[src/rtl/touch_ref_timing_pkg.sv]
// Package: register map, field layout, reset values and timing constants
package touch_ref_timing_pkg;

  localparam int unsigned CLK_HZ       = 100_000_000;
  localparam int unsigned CYC_PER_US   = CLK_HZ / 1_000_000;

  // Register indices (byte address equals index on this plain port)
  localparam logic [2:0]  ADDR_RSVD2   = 3'h2;
  localparam logic [2:0]  ADDR_REFCTL  = 3'h3;
  localparam logic [2:0]  ADDR_RSTALL  = 3'h4;
  localparam logic [2:0]  ADDR_TIMCFG  = 3'h5;
  localparam logic [2:0]  ADDR_STATUS  = 3'h6;

  localparam logic [15:0] RSVD2_VALUE  = 16'hFFFF;
  localparam logic [15:0] RSTALL_RESET = 16'hFFFF;
  localparam logic [15:0] RSTALL_CODE  = 16'hBB00;

  // Reference control fields
  localparam int unsigned REF_SRC_BIT  = 4;
  localparam int unsigned SETTLE_LSB   = 2;
  localparam int unsigned REF_PD_BIT   = 1;
  localparam int unsigned REF_LVL_BIT  = 0;
  localparam logic [4:0]  REFCTL_RESET = 5'h02;

  // Touch timing fields
  localparam int unsigned PRE_LSB      = 3;
  localparam int unsigned SENSE_LSB    = 0;
  localparam logic [5:0]  TIMCFG_RESET = 6'h00;

  // Interval tables in microseconds
  localparam int unsigned SETTLE_US [4] = '{0, 100, 500, 1000};
  localparam int unsigned PRE_US    [8] = '{20, 84, 276, 340, 1044, 1108, 1300, 1364};
  localparam int unsigned SENSE_US  [8] = '{32, 96, 544, 608, 2080, 2144, 2592, 2656};

  localparam int unsigned CNT_W        = 20;

  typedef enum logic [1:0] {
    PH_IDLE,
    PH_SETTLE,
    PH_PRECHARGE,
    PH_SENSE
  } phase_t;

endpackage

[src/rtl/touch_adc_reference_timing_ctrl.sv]
// Reference and touch timing control registers with interval sequencer
//
// The implementer's own choice: the strobed register port.

// Functional notes
// - Index two always reads all ones; writes there do nothing.
// - Bit 4 chooses external (0) or internal (1) reference; resets to 0.
// - Settle code 0..3 holds off measurement 0, 100, 500, 1000 us.
// - Settle delay only with internal reference and power-down-between set.
// - Bit 1 clear keeps reference on; set powers down between; resets to 1.
// - External mode forces internal reference powered down.
// - Bit 0 selects 1.25 V (0) or 2.50 V (1); resets to 0.
// - Writing 0xBB00 to reset command restores all registers to defaults.
// - Precharge precedes sensing, length from three-bit code.
// - Precharge codes give 20, 84, 276, 340, 1044, 1108, 1300, 1364 us.
// - Sense codes give 32, 96, 544, 608, 2080, 2144, 2592, 2656 us.
module touch_adc_reference_timing_ctrl (
  // Clock and reset
  input  wire logic        i_clk,
  input  wire logic        i_reset,
  // Register port
  input  wire logic [2:0]  i_addr,
  input  wire logic [15:0] i_wdata,
  input  wire logic        i_wr,
  input  wire logic        i_rd,
  output logic      [15:0] o_rdata,
  // Measurement sequencing
  input  wire logic        i_start,
  output logic             o_ref_on,
  output logic             o_ref_internal,
  output logic             o_ref_high,
  output logic             o_precharge,
  output logic             o_sense,
  output logic             o_done,
  output logic             o_busy
);

  // Microseconds to cycles, at least one cycle
  function automatic logic [19:0] us_cycles(input int unsigned us);
    int unsigned c;
    c = us * touch_ref_timing_pkg::CYC_PER_US;
    us_cycles = (c == 0) ? 20'h00001 : c[19:0];
  endfunction

  logic [4:0]  refctl_q;
  logic [5:0]  timcfg_q;
  logic [15:0] rstall_q;
  logic [15:0] rdata_q;

  touch_ref_timing_pkg::phase_t phase_q;
  touch_ref_timing_pkg::phase_t phase_d;
  logic [19:0] cnt_q;
  logic [19:0] cnt_d;
  logic        done_q;

  wire wr_ref    = i_wr && (i_addr == touch_ref_timing_pkg::ADDR_REFCTL);
  wire wr_tim    = i_wr && (i_addr == touch_ref_timing_pkg::ADDR_TIMCFG);
  wire wr_rst    = i_wr && (i_addr == touch_ref_timing_pkg::ADDR_RSTALL);
  wire rst_all   = wr_rst && (i_wdata == touch_ref_timing_pkg::RSTALL_CODE);
  wire soft_rst  = i_reset || rst_all;

  wire       ref_int    = refctl_q[touch_ref_timing_pkg::REF_SRC_BIT];
  wire       ref_pd     = refctl_q[touch_ref_timing_pkg::REF_PD_BIT];
  wire [1:0] settle_sel = refctl_q[touch_ref_timing_pkg::SETTLE_LSB +: 2];
  wire [2:0] pre_sel    = timcfg_q[touch_ref_timing_pkg::PRE_LSB +: 3];
  wire [2:0] sense_sel  = timcfg_q[touch_ref_timing_pkg::SENSE_LSB +: 3];

  wire settle_used = ref_int && ref_pd && (settle_sel != 2'b00);
  wire [19:0] settle_len = us_cycles(touch_ref_timing_pkg::SETTLE_US[settle_sel]);
  wire [19:0] pre_len    = us_cycles(touch_ref_timing_pkg::PRE_US[pre_sel]);
  wire [19:0] sense_len  = us_cycles(touch_ref_timing_pkg::SENSE_US[sense_sel]);

  // Register storage
  always_ff @(posedge i_clk) begin
    if (soft_rst) begin
      refctl_q <= touch_ref_timing_pkg::REFCTL_RESET;
      timcfg_q <= touch_ref_timing_pkg::TIMCFG_RESET;
      rstall_q <= touch_ref_timing_pkg::RSTALL_RESET;
    end else begin
      if (wr_ref) begin
        refctl_q <= i_wdata[4:0];
      end
      if (wr_tim) begin
        timcfg_q <= i_wdata[5:0];
      end
      if (wr_rst) begin
        rstall_q <= i_wdata;
      end
    end
  end

  // Read mux
  logic [15:0] rd_mux;
  always_comb begin
    unique case (i_addr)
      touch_ref_timing_pkg::ADDR_RSVD2:  rd_mux = touch_ref_timing_pkg::RSVD2_VALUE;
      touch_ref_timing_pkg::ADDR_REFCTL: rd_mux = {11'h000, refctl_q};
      touch_ref_timing_pkg::ADDR_RSTALL: rd_mux = rstall_q;
      touch_ref_timing_pkg::ADDR_TIMCFG: rd_mux = {10'h000, timcfg_q};
      touch_ref_timing_pkg::ADDR_STATUS: rd_mux = {13'h0000, o_busy, phase_q};
      default:                           rd_mux = 16'h0000;
    endcase
  end

  always_ff @(posedge i_clk) begin
    if (i_reset) begin
      rdata_q <= 16'h0000;
    end else if (i_rd) begin
      rdata_q <= rd_mux;
    end else begin
      rdata_q <= 16'h0000;
    end
  end

  // Interval sequencer: settle, precharge, sense
  always_comb begin
    phase_d = phase_q;
    cnt_d   = cnt_q;
    unique case (phase_q)
      touch_ref_timing_pkg::PH_IDLE: begin
        if (i_start) begin
          if (settle_used) begin
            phase_d = touch_ref_timing_pkg::PH_SETTLE;
            cnt_d   = settle_len - 20'h00001;
          end else begin
            phase_d = touch_ref_timing_pkg::PH_PRECHARGE;
            cnt_d   = pre_len - 20'h00001;
          end
        end
      end
      touch_ref_timing_pkg::PH_SETTLE: begin
        if (cnt_q == 20'h00000) begin
          phase_d = touch_ref_timing_pkg::PH_PRECHARGE;
          cnt_d   = pre_len - 20'h00001;
        end else begin
          cnt_d = cnt_q - 20'h00001;
        end
      end
      touch_ref_timing_pkg::PH_PRECHARGE: begin
        if (cnt_q == 20'h00000) begin
          phase_d = touch_ref_timing_pkg::PH_SENSE;
          cnt_d   = sense_len - 20'h00001;
        end else begin
          cnt_d = cnt_q - 20'h00001;
        end
      end
      touch_ref_timing_pkg::PH_SENSE: begin
        if (cnt_q == 20'h00000) begin
          phase_d = touch_ref_timing_pkg::PH_IDLE;
        end else begin
          cnt_d = cnt_q - 20'h00001;
        end
      end
    endcase
  end

  always_ff @(posedge i_clk) begin
    if (soft_rst) begin
      phase_q <= touch_ref_timing_pkg::PH_IDLE;
      cnt_q   <= 20'h00000;
      done_q  <= 1'b0;
    end else begin
      phase_q <= phase_d;
      cnt_q   <= cnt_d;
      done_q  <= (phase_q == touch_ref_timing_pkg::PH_SENSE) && (cnt_q == 20'h00000);
    end
  end

  // Reference power: off with external reference, else on always or only while a measurement runs
  assign o_ref_on       = ref_int && (!ref_pd || (phase_q != touch_ref_timing_pkg::PH_IDLE));
  assign o_ref_internal = ref_int;
  assign o_ref_high     = refctl_q[touch_ref_timing_pkg::REF_LVL_BIT];
  assign o_precharge    = (phase_q == touch_ref_timing_pkg::PH_PRECHARGE);
  assign o_sense        = (phase_q == touch_ref_timing_pkg::PH_SENSE);
  assign o_busy         = (phase_q != touch_ref_timing_pkg::PH_IDLE);
  assign o_done         = done_q;
  assign o_rdata        = rdata_q;

endmodule // touch_adc_reference_timing_ctrl

[config.mk]
export PLATFORM = sky130hd
export DESIGN_NAME = touch_adc_reference_timing_ctrl
export DESIGN_NICKNAME = d
export VERILOG_FILES = /design/src/rtl/touch_ref_timing_pkg.sv /design/src/rtl/touch_adc_reference_timing_ctrl.sv
export SDC_FILE = /design/constraint.sdc
export NUM_CORES = 1
export LEC_CHECK = 0
export BUFFER_PORTS_ARGS = -buffer_cell sky130_fd_sc_hd__buf_2
export CORE_AREA = 2 2 95 97
export CTS_BUF_LIST = sky130_fd_sc_hd__clkbuf_4
export DETAILED_ROUTE_END_ITERATION = 6
export DIE_AREA = 0 0 97 99
export PLACE_DENSITY = 0.78
export SLEW_MARGIN = 15
export SYNTH_ARGS = -nofsm -noshare
export SYNTH_HDL_FRONTEND = slang
export SYNTH_SLANG_ARGS = --single-unit
[constraint.sdc]
create_clock -name i_clk -period 2.3 [get_ports i_clk]
set_clock_uncertainty 0.05 [all_clocks]
set_input_delay 0.115 -clock i_clk [delete_from_list [all_inputs] [get_ports i_clk]]
set_output_delay 0.115 -clock i_clk [all_outputs]
set_load 0.005 [all_outputs]
* Word level (Yosys, flattened, before mapping)
Memory sizes are Yosys's and may differ from the RTL's.
Index checks and enable logic that the tools add are counted.
** Storage, ports and cells
- Bits in registers :: 66
- Latch bits :: 0
- Memory bits (writable) :: 0
- Bits in read-only memories :: 512
- Bits of input ports :: 24
- Output and inout bits :: 23
- Word-level logic and storage cells :: 81
- Memories kept :: 2
** Memories
- (name not given) :: depth 8, bits a word 32, rd ports 1, clocked after Yosys merged registers in 0, wr ports 0, RTL line touch_adc_reference_timing_ctrl.sv:71 : wire [19:0] sense_len = us_cycles(touch_ref_timing_pkg::SENSE_US[sense_sel]);
- (name not given) :: depth 8, bits a word 32, rd ports 1, clocked after Yosys merged registers in 0, wr ports 0, RTL line touch_adc_reference_timing_ctrl.sv:70 : wire [19:0] pre_len = us_cycles(touch_ref_timing_pkg::PRE_US[pre_sel]);
** Operators by class
- Add/sub/neg operators :: 4
- Multiply operators :: 3
- Divide/modulo/power cells :: 0
- $lt $le $gt $ge :: 3
- Equality and inequality tests :: 14
- Shifts and indexed selects :: 0
- Multiplexer cells :: 23
- Bitwise operators :: 4
- Reduce and logical (&&, ||, !) cells :: 21
** Operators by type and width (number)
- $mux 32 :: 6
- $mux 20 :: 8
- $logic_not 32->1 :: 3
- $mul 32x5->30 const B :: 3
- $pmux 16 s5 :: 1
- $pmux 20 s4 :: 1
- $sub 20x1->20 const B :: 4
- $bmux 32 s2 :: 1
- $logic_not 20->1 :: 1
- $eq 16x16->1 const B :: 1
- $mux 2 :: 5
- $eq 3x3->1 const B :: 3
- $ge 4x4->1 const B :: 2
- $logic_and 1x1->1 :: 8
- $not 3->4 :: 2
- $pmux 2 s4 :: 1
- $eq 3x2->1 const B :: 2
- $ne 2x2->1 const B :: 3
- $eq 2x2->1 const B :: 2
- $ne 2x1->1 const B :: 2
- $reduce_and 4->1 :: 1
- $reduce_bool 2->1 :: 2
- $ge 3x3->1 const B :: 1
- $not 2->3 :: 1
- other kinds (7) :: 8

* Logic depth before layout (Yosys ltp)
Gate-level depths: netlist of the first run.
- Word-level depth :: 11
- Depth in mapped cells :: 9
- Mapped depth without buffers :: 9

* Worst setup path before layout of the first run
Ideal clock, no wire load.
- Path type :: register to register
- Start point :: register refctl_q[2]
- End point :: register cnt_q[12]
- Library setup time :: 0.122 ns
- Data arrival time :: 2.030 ns
- Data required time :: 2.128 ns
- Setup slack :: 0.099 ns
- Stages on the path, launching flop included :: 10
- Buffers on the path :: 0
- Period minus slack after synthesis :: 2.201 ns
- Cell sequence :: dfxtp_1 inv_1 ha_1 ha_1 xnor2_1 o311ai_0 xnor2_1 nor2_1 a211oi_1 nor3_1
** On the way
- Longest elaborated chain between the ends :: 11
- Elaborated cells on any way between the ends :: 13
- Classes of those cells :: add/sub: 1; mul: 1; mux: 7; bitwise: 1; reduce/logical: 3
** RTL lines
- start, declared :: RTL line touch_adc_reference_timing_ctrl.sv:45 : logic [4:0] refctl_q;
- start signal, assigned :: RTL line touch_adc_reference_timing_ctrl.sv:76 : refctl_q <= touch_ref_timing_pkg::REFCTL_RESET;
- start signal, assigned :: RTL line touch_adc_reference_timing_ctrl.sv:81 : refctl_q <= i_wdata[4:0];
- $not 2->3 (implied by the code) :: RTL line touch_adc_reference_timing_ctrl.sv:69 : wire [19:0] settle_len = us_cycles(touch_ref_timing_pkg::SETTLE_US[settle_sel]);
- $bmux 32 s2 :: RTL line touch_adc_reference_timing_ctrl.sv:69
- $mux 32 (implied by the code) (2 in series) :: RTL line touch_adc_reference_timing_ctrl.sv:69
- $mul 32x5->30 :: RTL line touch_adc_reference_timing_ctrl.sv:41 : c = us * touch_ref_timing_pkg::CYC_PER_US;
- $logic_not 32->1 :: RTL line touch_adc_reference_timing_ctrl.sv:42 : us_cycles = (c == 0) ? 20'h00001 : c[19:0];
- $mux 20 :: RTL line touch_adc_reference_timing_ctrl.sv:42
- $sub 20x1->20 :: RTL line touch_adc_reference_timing_ctrl.sv:124 : cnt_d = settle_len - 20'h00001;
- $mux 20 * :: RTL line touch_adc_reference_timing_ctrl.sv:122 : if (settle_used) begin
- $mux 20 * :: RTL line touch_adc_reference_timing_ctrl.sv:121 : if (i_start) begin
- $pmux 20 s4 * :: RTL line touch_adc_reference_timing_ctrl.sv:119 : unique case (phase_q)
- end signal, assigned :: RTL line touch_adc_reference_timing_ctrl.sv:164 : cnt_q <= cnt_d;
- end, declared :: RTL line touch_adc_reference_timing_ctrl.sv:52 : logic [19:0] cnt_q;
Every way passes the cells marked *; elsewhere a longest branch is shown, timed or not. The select of a mux whose other input is x is not followed.
A chain may end at the register's enable or synchronous reset.

* Final worst setup path of the first run
- Start point :: register cnt_q[8]
- End point :: register cnt_q[5]
** On the way
- Longest elaborated chain between the ends :: 3
- Elaborated cells on any way between the ends :: 6
- Classes of those cells :: eq/ne: 1; mux: 3; reduce/logical: 2
** RTL lines
- $logic_not 20->1 * :: RTL line touch_adc_reference_timing_ctrl.sv:132, touch_adc_reference_timing_ctrl.sv:140, touch_adc_reference_timing_ctrl.sv:148
- $mux 20 (tied with other cells) :: RTL line touch_adc_reference_timing_ctrl.sv:140 : if (cnt_q == 20'h00000) begin
- $pmux 20 s4 or $reduce_and 2->1 (tied branches)
Every way passes the cells marked *; elsewhere a longest branch is shown, timed or not.

==> results of run 1 <==
## worst min-delay path by stage
stage | slack, ns | endpoint | cells past startpoint | startpoint
global placement | 0.29 | rstall_q[11] | 3 | i_wdata[11]
floorplan | 0.19 | rstall_q[0] | 2 | i_wdata[0]
global route | 0.02 | o_rdata[5] | 4 | i_rd
CTS | 0.01 | o_rdata[1] | 3 | i_addr[1]
detailed placement | 0.30 | rstall_q[11] | 3 | i_wdata[11]
finish | 0.02 | o_rdata[1] | 3 | i_addr[1]
## sequential cells by signal, summed over array words and instances, names as in the netlist
signal and flops:
cnt_q 20, o_done 1, o_rdata 16, phase_q 2, refctl_q 5, rstall_q 16, timcfg_q 6
## layer usage
layer  GRT usage (%)  up-vias
met5               0        -
met4            10.8        0
met3            6.60       46
met2            44.4      262
met1            33.1     2079
li1                -     2105
## placed cells by master, fill, tap and decap left out, drive strengths merged, types with 4 or more instances in the layout
cell type / count
buf: 100
nand2: 70
dfxtp: 66
nor2: 47
a21oi: 39
o21ai: 36
ha: 28
nand3: 26
inv: 24
dlygate4sd3: 17
nor3: 17
mux2i: 14
xnor2: 10
clkbuf: 10
a31oi: 8
o22ai: 7
xor2: 7
nor4: 7
o211ai: 6
and3: 5
nand2b: 5
mux2: 5
nand4: 5
clkinv: 5
nor2b: 5
a211oi: 4
## where the power goes
group | switching, uW | total (uW) | internal [uW]
sequential | 179 | 1470 | 1290
combinational | 1360 | 2380 | 1020
clock | 500 | 840 | 340
## synthesized netlist by cell type, drive strengths merged (3+ instances only)
cell | n | area (um^2)
a31oi | 8 | 50.1
nand4 | 5 | 31.3
o311ai | 3 | 26.3
clkbuf | 22 | 82.6
nor2b | 5 | 31.3
o22ai | 7 | 43.8
or2 | 3 | 18.8
a211oi | 4 | 30.0
dfxtp | 66 | 1320
a22o | 3 | 26.3
mux2 | 5 | 56.3
and3 | 5 | 31.3
xor2 | 7 | 61.3
nor4 | 7 | 73.8
nor2 | 47 | 179
o21ai | 36 | 191
a221oi | 3 | 26.3
nand3b | 3 | 22.5
nand3 | 26 | 143
inv | 23 | 86.3
a32oi | 3 | 26.3
nand2b | 5 | 31.3
buf | 11 | 60.1
ha | 28 | 350
a21oi | 39 | 195
nand2 | 70 | 263
a22oi | 3 | 22.5
o211ai | 6 | 45.0
nor3 | 17 | 90.1
xnor2 | 10 | 87.6
a21o | 3 | 22.5
o2111ai | 3 | 26.3
mux2i | 14 | 140
and4b | 3 | 30.0
## critical path, stage by stage, from the launching register on
cell and delay, ns:
dfxtp_2 0.36, nor4_4 0.26, buf_4 0.18, nand4_1 0.09
buf_4 0.18, buf_4 0.15, nor3_4 0.27, nor3_1 0.11
a311oi_1 0.35, a31oi_1 0.15
## layout make-up
cell class                 instances  area (um^2)  share of cell area, %
multi-input combinational        409         2670                   51.0
sequential                        66         1330                   25.4
timing repair buffer             118          867                   16.6
tap                              108          135                   2.58
inverter                          23         86.3                   1.65
clock inverter                     7         78.8                   1.51
clock buffer                       9         67.6                   1.29
## logic make-up (layout without fill, tap and decap cells)
kind of cell / Yosys count / in the layout / share of synthesized area (%)
and+or+nand+nor: 207 / 207 / 24.8
AOI/OAI and AO/OA: 138 / 138 / 21.5
DFF: 66 / 66 / 31.6
buffers and inverters: 56 / 157 / 5.48
adders and majority gates: 28 / 28 / 8.38
muxes: 19 / 19 / 4.70
xor gates and xnor gates: 17 / 17 / 3.56
## metrics by stage
step | total power (uW) | worst slack [ns] | cell area (um^2)
after floorplan | 2790 | 0.0987 | 4180
after global placement | 3530 | 0.163 | 4780
after detailed placement | 3560 | 0.0762 | 4780
after CTS | 4420 | 0.0656 | 5100
after global routing | 4950 | 0.000766 | 5230
final | 4690 | 0.0402 | 5230
## repair_timing
action | in CTS | in global routing
endpoints found under the setup margin | 0 | 13
buffers inserted | 0 | 7
hold buffers | 17 | 0
gates resized for setup | 0 | 22
hold endpoints to repair | 28 | 0
==> impl_metrics.yaml, run 1 <==
status:
  status: "finished, final reports clean"
floorplan:
  rows: 34
  die_h_um: 99
  initial_core_util_pct: 48.9
  pin_count: 47
  die_width_um: 97
  floorplan.die_area_um2: 9600
  core_area_um2: 8550
final_layout:
  layout-drive-gt1-share_pct: 23.6
  antenna_cells: 0
  fill_cells: 721
  area_growth_pct: 25.1
  finalNonFillerCells: 740
  fin_util_pct: 61.2
  fin_nets: 679
timing:
  fin_crit_ns: 2.26
  slew_violations: 0
  fin_setup_tns_ns: 0
  fmax_ghz: 0.443
  rsz0062_at_grt: "no"
  period_share_pct: 98.3
  hold_violations: 0
  worst_pin_slew_ns: 0.609
  fin_hold_ws_ns: 0.0225
  slew_headroom_pct: 59.3
  finalSetupViolations: 0
routing:
  routed_wl_um: 13000
  via_per_inst: 6.07
  top_layer_used: "met4"
  met2RoutedLength_um: 6240
  final_antenna_net_count: 0
  dr.first_iter.drc_count: 456
  drc: 0
  wl_met3_um: 1200
  num_vias: 4492
  drtPass1Iterations: 5
  drt-met1-wl_um: 5230
  wire_per_inst_um: 17.6
logic_synthesis:
  netlist_instances: 531
  ys_warn_count: 0
  syn_area_um2: 4180
  synth_area_per_cell_um2: 7.87
  synthFlopType: "dfxtp_1"
  ys_seq_elements: 66
  ys_seq_area_share_pct: 31.6
  synth_edf_count: 0
  async_reset_ff_share_pct: 0
  synth_cell_types: 70
  syn_nets: 583
cts:
  cts-root-buf: "clkbuf_4"
  cts.htree.levels: 3
  clockBufferDepth: 2
  cts.sinks: 66
  cts_tree: "done"
  cts.reportedPaths.clkPinSlew_ns: 0.13
  numCtsBuffers: 9
  insertion_delay_ns: 0.44
place:
  dp_hpwl_um: 9000
  globalplace.congestion: 0.998
  portBuffers: 46
  placed_cells: 699
setup_path:
  critPathLaunchType: "register"
  worstPathArrival_ns: 2.53
  regToRegSetupSlack_ns: 0.04
  rr_startpoint: "cnt_q[8]"
  cp.required_ns: 2.57
  path_class: "reg2reg"
  crit_path_end: "cnt_q[5]"
  rr_worst_depth: 9
  end_kind: "register"
  cp-startpoint: "cnt_q[8]"
  critPathMaxFanout: 6
  worstReg2RegEnd: "cnt_q[5]"
pwr:
  peakVddDrop_mv: 0.365
  powerDensity_nw_per_um2: 896
  leakagePower_uw: 0.00236
global_routing:
  grt_pass1_wl_um: 20900
  grt_max_degree: 26
  gr-usage-all-layers_pct: 26.6
  grt_pass1_vias: 4277
  antenna_found_initial: 0
  gr-total-overflow: 0
run:
  cap_violations: 0
min_path:
  hp-class: "in2reg"
Note: power is estimated with default switching activity, not from simulation.
==> run 2: changes to the inputs <==
--- a/config.mk
+++ b/config.mk
@@ -7,7 +7,7 @@
 export LEC_CHECK = 0
 export BUFFER_PORTS_ARGS = -buffer_cell sky130_fd_sc_hd__buf_2
 export CORE_AREA = 2 2 95 97
-export CTS_BUF_LIST = sky130_fd_sc_hd__clkbuf_4
+export CTS_BUF_LIST = sky130_fd_sc_hd__clkbuf_16
 export DETAILED_ROUTE_END_ITERATION = 6
 export DIE_AREA = 0 0 97 99
 export PLACE_DENSITY = 0.78
==> run 2 against run 1 <==
- worst hold slack worse by 0.021 ns
- non-clock buffer count down 9
- setup slack improved by 0.057 ns
- core utilization up 0.59 points
- final cell count fell by 1.2%
- combinational power is 5% lower
- critical path type unchanged
- highest routed layer unchanged
==> impl_metrics.yaml, run 2 (synthesis results as in run 1) <==
final_layout:
  fin_nets: 670
  largest_reg_flops: 20
  regMostFlops: "cnt_q"
  final_cell_mix: "nand2_1, dfxtp_1, buf_4"
  layout-drive-gt1-share_pct: 22.6
  fill_cells: 712
  antenna_cells: 0
  final_common_cell: "nand2_1"
  final_cell_area_um2: 5280
  fin_util_pct: 61.8
  area_growth_pct: 26.3
timing:
  rsz0062_at_grt: "no"
  slew_violations: 0
  fin_setup_tns_ns: 0
  fin_ws_ns: 0.0969
  hold_violations: 0
  fin_hold_ws_ns: 0.00153
  slew_headroom_pct: 59.7
  period_share_pct: 95.8
  finalSetupViolations: 0
  worst_pin_slew_ns: 0.602
  fmax_ghz: 0.454
  fin_crit_ns: 2.20
routing:
  num_vias: 4419
  drtPass1Iterations: 5
  dr.first_iter.drc_count: 462
  via_per_inst: 6.05
  drc: 0
  final_antenna_net_count: 0
  wire_per_inst_um: 17.3
  routed_wl_um: 12700
cts:
  numCtsBuffers: 9
  cts.htree.levels: 3
  cts-root-buf: "clkbuf_16"
  insertion_delay_ns: 0.33
  clockBufferDepth: 2
  cts.reportedPaths.clkPinSlew_ns: 0.06
  cts.sinks: 66
  cts_tree: "done"
pwr:
  powerDensity_nw_per_um2: 970
  peakVddDrop_mv: 0.557
  leakagePower_uw: 0.00238
status:
  status: "finished, final reports clean"
floorplan:
  initial_core_util_pct: 48.9
  die_h_um: 99
  rows: 34
  pin_count: 47
  core_area_um2: 8550
  floorplan.die_area_um2: 9600
  die_width_um: 97
global_routing:
  grt_pass1_wl_um: 20800
  gr-total-overflow: 0
  grt_max_degree: 26
  grt_pass1_vias: 4230
  antenna_found_initial: 0
  gr-usage-all-layers_pct: 26.4
place:
  dp_hpwl_um: 9000
  globalplace.congestion: 0.998
  portBuffers: 46
  pre_cts_ws_ns: 0.0762
  place_area_um2: 4780
setup_path:
  cp.required_ns: 2.53
  path_class: "reg2reg"
  worstPathArrival_ns: 2.43
  critPathLaunchType: "register"
  end_kind: "register"
  critPathMaxFanout: 9
run:
  cap_violations: 0
min_path:
  hp-class: "in2reg"
## run 2: where the power goes
| part | switching, uW | internal [uW] | total (uW) |
|---|---|---|---|
| sequential | 176 | 1290 | 1470 |
| clock | 552 | 848 | 1400 |
| combinational | 1320 | 941 | 2260 |
## run 2: per-layer routing
metal,wire length (um),up-vias,track usage [%]
li1,-,2085,-
met1,5270,2045,33.8
met2,6020,248,43.4
met3,1010,41,5.82
met4,376,0,10.9
met5,0,-,0
## run 2: path summary, 6_finish.rpt
| kind | startpoint | endpoint | slack [ns] | depth (start not counted) |
|---|---|---|---|---|
| worst max register to register | cnt_q[5] | cnt_q[16] | 0.1 | 7 |
| worst min register to register | rstall_q[11] | o_rdata[11] | 0.41 | 2 |
| worst min-delay path | i_wdata[5] | rstall_q[5] | 0.002 | 3 |
| worst max-delay path | cnt_q[5] | cnt_q[16] | 0.1 | 7 |
## run 2: area by class of cell
cell class              count  area (um^2)  share of cell area [%]
well taps                 108          135                    2.56
multi-input cells         409         2670                    50.5
clock buffers               9          225                    4.26
repair buffers            109          766                    14.5
clock inverters             7         78.8                    1.49
flip-flops and latches     66         1330                    25.1
inverters                  23         86.3                    1.63
## run 2: worst max-delay path: stages, from the launching register on
cell and delay (ns):
dfxtp_1 0.35, nor4_4 0.40, buf_12 0.18, nand3_4 0.11, or4_1 0.41, or3_1 0.37
o311ai_1 0.11, a32o_2 0.16
## run 2: what timing repair did
item | 4_1_cts | 5_1_grt
setup endpoints to repair | 0 | 12
buffers inserted | 0 | 4
endpoints found under the hold margin | 12 | 0
gates resized for setup | 0 | 18
hold buffers | 12 | 0
## run 2: through the flow
| step | instances | power, uW |
|---|---|---|
| after floorplan | 531 | 2790 |
| after global placement | 699 | 3530 |
| after detailed placement | 699 | 3560 |
| after CTS | 727 | 4990 |
| after global routing | 731 | 5410 |
| final | 731 | 5120 |
==> run 3: changes to the inputs <==
--- a/config.mk
+++ b/config.mk
@@ -5,12 +5,12 @@
 export SDC_FILE = /design/constraint.sdc
 export NUM_CORES = 1
 export LEC_CHECK = 0
-export BUFFER_PORTS_ARGS = -buffer_cell sky130_fd_sc_hd__buf_2
 export CORE_AREA = 2 2 95 97
 export CTS_BUF_LIST = sky130_fd_sc_hd__clkbuf_16
 export DETAILED_ROUTE_END_ITERATION = 6
 export DIE_AREA = 0 0 97 99
-export PLACE_DENSITY = 0.78
+export DONT_BUFFER_PORTS = 1
+export PLACE_DENSITY = 0.73
 export SLEW_MARGIN = 15
 export SYNTH_ARGS = -nofsm -noshare
 export SYNTH_HDL_FRONTEND = slang
==> run 3 against run 2 <==
- sequential power is essentially flat
- register-to-register slack is essentially flat
- highest routed layer unchanged
- via count shrank 3.5%
- die area is the same
- non-clock buffer count shrank 42
==> impl_metrics.yaml, run 3 (synthesis results as in run 1) <==
global_routing:
  top_usage_layer: "met2"
  gr-usage-all-layers_pct: 26.3
  grt_pass1_wl_um: 20500
  gr-total-overflow: 0
  grt_pass1_vias: 4089
  use_met3_pct: 5.46
  antenna_found_initial: 0
  use_met2_pct: 43.4
  grt_max_degree: 26
  met1_usage_pct: 33.3
routing:
  dr.first_iter.drc_count: 338
  drc: 0
  final_antenna_net_count: 0
  wire_per_inst_um: 18.1
  num_vias: 4263
  routed_wl_um: 12500
  drtPass1Iterations: 5
  via_per_inst: 6.19
place:
  globalplace.congestion: 1.00
  place_area_um2: 4540
  portBuffers: 0
  dp_hpwl_um: 8670
final_layout:
  largest_reg_flops: 20
  final_cell_area_um2: 5090
  multiInputGateArea_um2: 2670
  fin_nets: 628
  regArea_um2: 1320
  layout-drive-gt1-share_pct: 15.3
  final_cell_mix: "nand2_1, dfxtp_1, nor2_1, buf_4, a21oi_1"
  antenna_cells: 0
  fin_util_pct: 59.5
  fill_cells: 766
  final_common_cell: "nand2_1"
  regMostFlops: "cnt_q"
  area_growth_pct: 21.7
cts:
  insertion_delay_ns: 0.34
  cts.htree.levels: 3
  cts_tree: "done"
  cts.sinks: 66
  numCtsBuffers: 9
  cts-root-buf: "clkbuf_16"
  clockBufferDepth: 2
  cts.reportedPaths.clkPinSlew_ns: 0.06
setup_path:
  regToRegSetupSlack_ns: 0.11
  critPathLaunchType: "register"
  path_class: "reg2reg"
  cp.required_ns: 2.52
  cp_cell_sequence: "nor4_4, nand4_1, buf_4, or2_2, a22o_1, o31ai_1, a32o_1"
  worstPathArrival_ns: 2.42
  rr_worst_depth: 7
  end_kind: "register"
  rr_startpoint: "cnt_q[8]"
  max_stage_delay_ns: 0.43
  slowest_stage: "or2_2"
  critPathMaxFanout: 11
  worstReg2RegEnd: "cnt_q[17]"
pwr:
  peakVddDrop_mv: 0.525
  powerDensity_nw_per_um2: 984
  leakagePower_uw: 0.00218
floorplan:
  die_width_um: 97
  die_h_um: 99
  floorplan.die_area_um2: 9600
  rows: 34
  core_area_um2: 8550
  pin_count: 47
  initial_core_util_pct: 48.9
min_path:
  hold_path_end: "o_rdata[3]"
  hold_depth: 3
  hp-class: "in2reg"
  hold_start: "i_addr[0]"
timing:
  worst_pin_slew_ns: 0.678
  fmax_ghz: 0.456
  period_share_pct: 95.3
  slew_violations: 0
  hold_violations: 0
  finalSetupViolations: 0
  fin_crit_ns: 2.19
  fin_setup_tns_ns: 0
  slew_headroom_pct: 54.8
run:
  cap_violations: 0
status:
  status: "finished, final reports clean"
[run 3: cell count changes in the layout (fill, tap and decap cells not counted), sizes merged]
| cell | change |
|---|---|
| clkinvlp | +1 |
| buf | -49 |
| inv | +1 |
| dlygate4sd3 | +7 |
| clkinv | -2 |
[run 3: worst max-delay path by stage]
stage | startpoint | to | slack [ns] | cells past startpoint
global placement | cnt_q[2] | cnt_q[16] | 0.13 | 7
finish | cnt_q[8] | cnt_q[17] | 0.11 | 7
CTS | timcfg_q[3] | cnt_q[14] | 0.05 | 8
global route | cnt_q[8] | cnt_q[17] | -0.01 | 7
detailed placement | timcfg_q[3] | cnt_q[14] | 0.07 | 8
floorplan | refctl_q[2] | cnt_q[12] | 0.1 | 9
[run 3: final cells by class]
class / instances / area share, %
clock inverter: 7 / 1.52
sequential: 66 / 26.0
inverter: 23 / 1.70
clock buffer: 9 / 4.43
timing repair buffer: 67 / 11.3
multi-input combinational: 409 / 52.4
tap: 108 / 2.66
[run 3: metal layers]
layer | vias to the layer above | wire [um]
li1 | 2004 | -
met1 | 2001 | 5170
met2 | 221 | 5970
met3 | 37 | 971
met4 | 0 | 362
met5 | - | 0
[run 3: timing repair]
item / in CTS / in global routing
hold endpoints to repair: 32 / 0
setup endpoints to repair: 0 / 11
resized for setup: 0 / 11
setup buffers: 0 / 2
hold buffers: 19 / 0
[run 3: worst max-delay path, delay by kind of cell (launching register included)]
kind / cells / cell delay [ns]
AOI/OAI and AO/OA: 3 / 0.53
buffers and inverters: 1 / 0.21
DFF: 1 / 0.37
and+or+nand+nor: 3 / 0.96
[run 3: through the flow]
stage	total power (uW)	std cells	hold WS, ns	worst slack, ns
after detailed placement	3500	652	0.194	0.0706
after global placement	3480	652	0.190	0.131
after floorplan	2790	531	0.189	0.0987
final	5010	689	0.0319	0.108
after global routing	5290	689	0.0353	-0.0108
after CTS	4940	687	0.00720	0.0477
[run 3: power breakdown]
group          total [uW]  switching [uW]  internal (uW)
registers            1470             183           1290
logic                2140            1250            883
clock network        1400             556            848
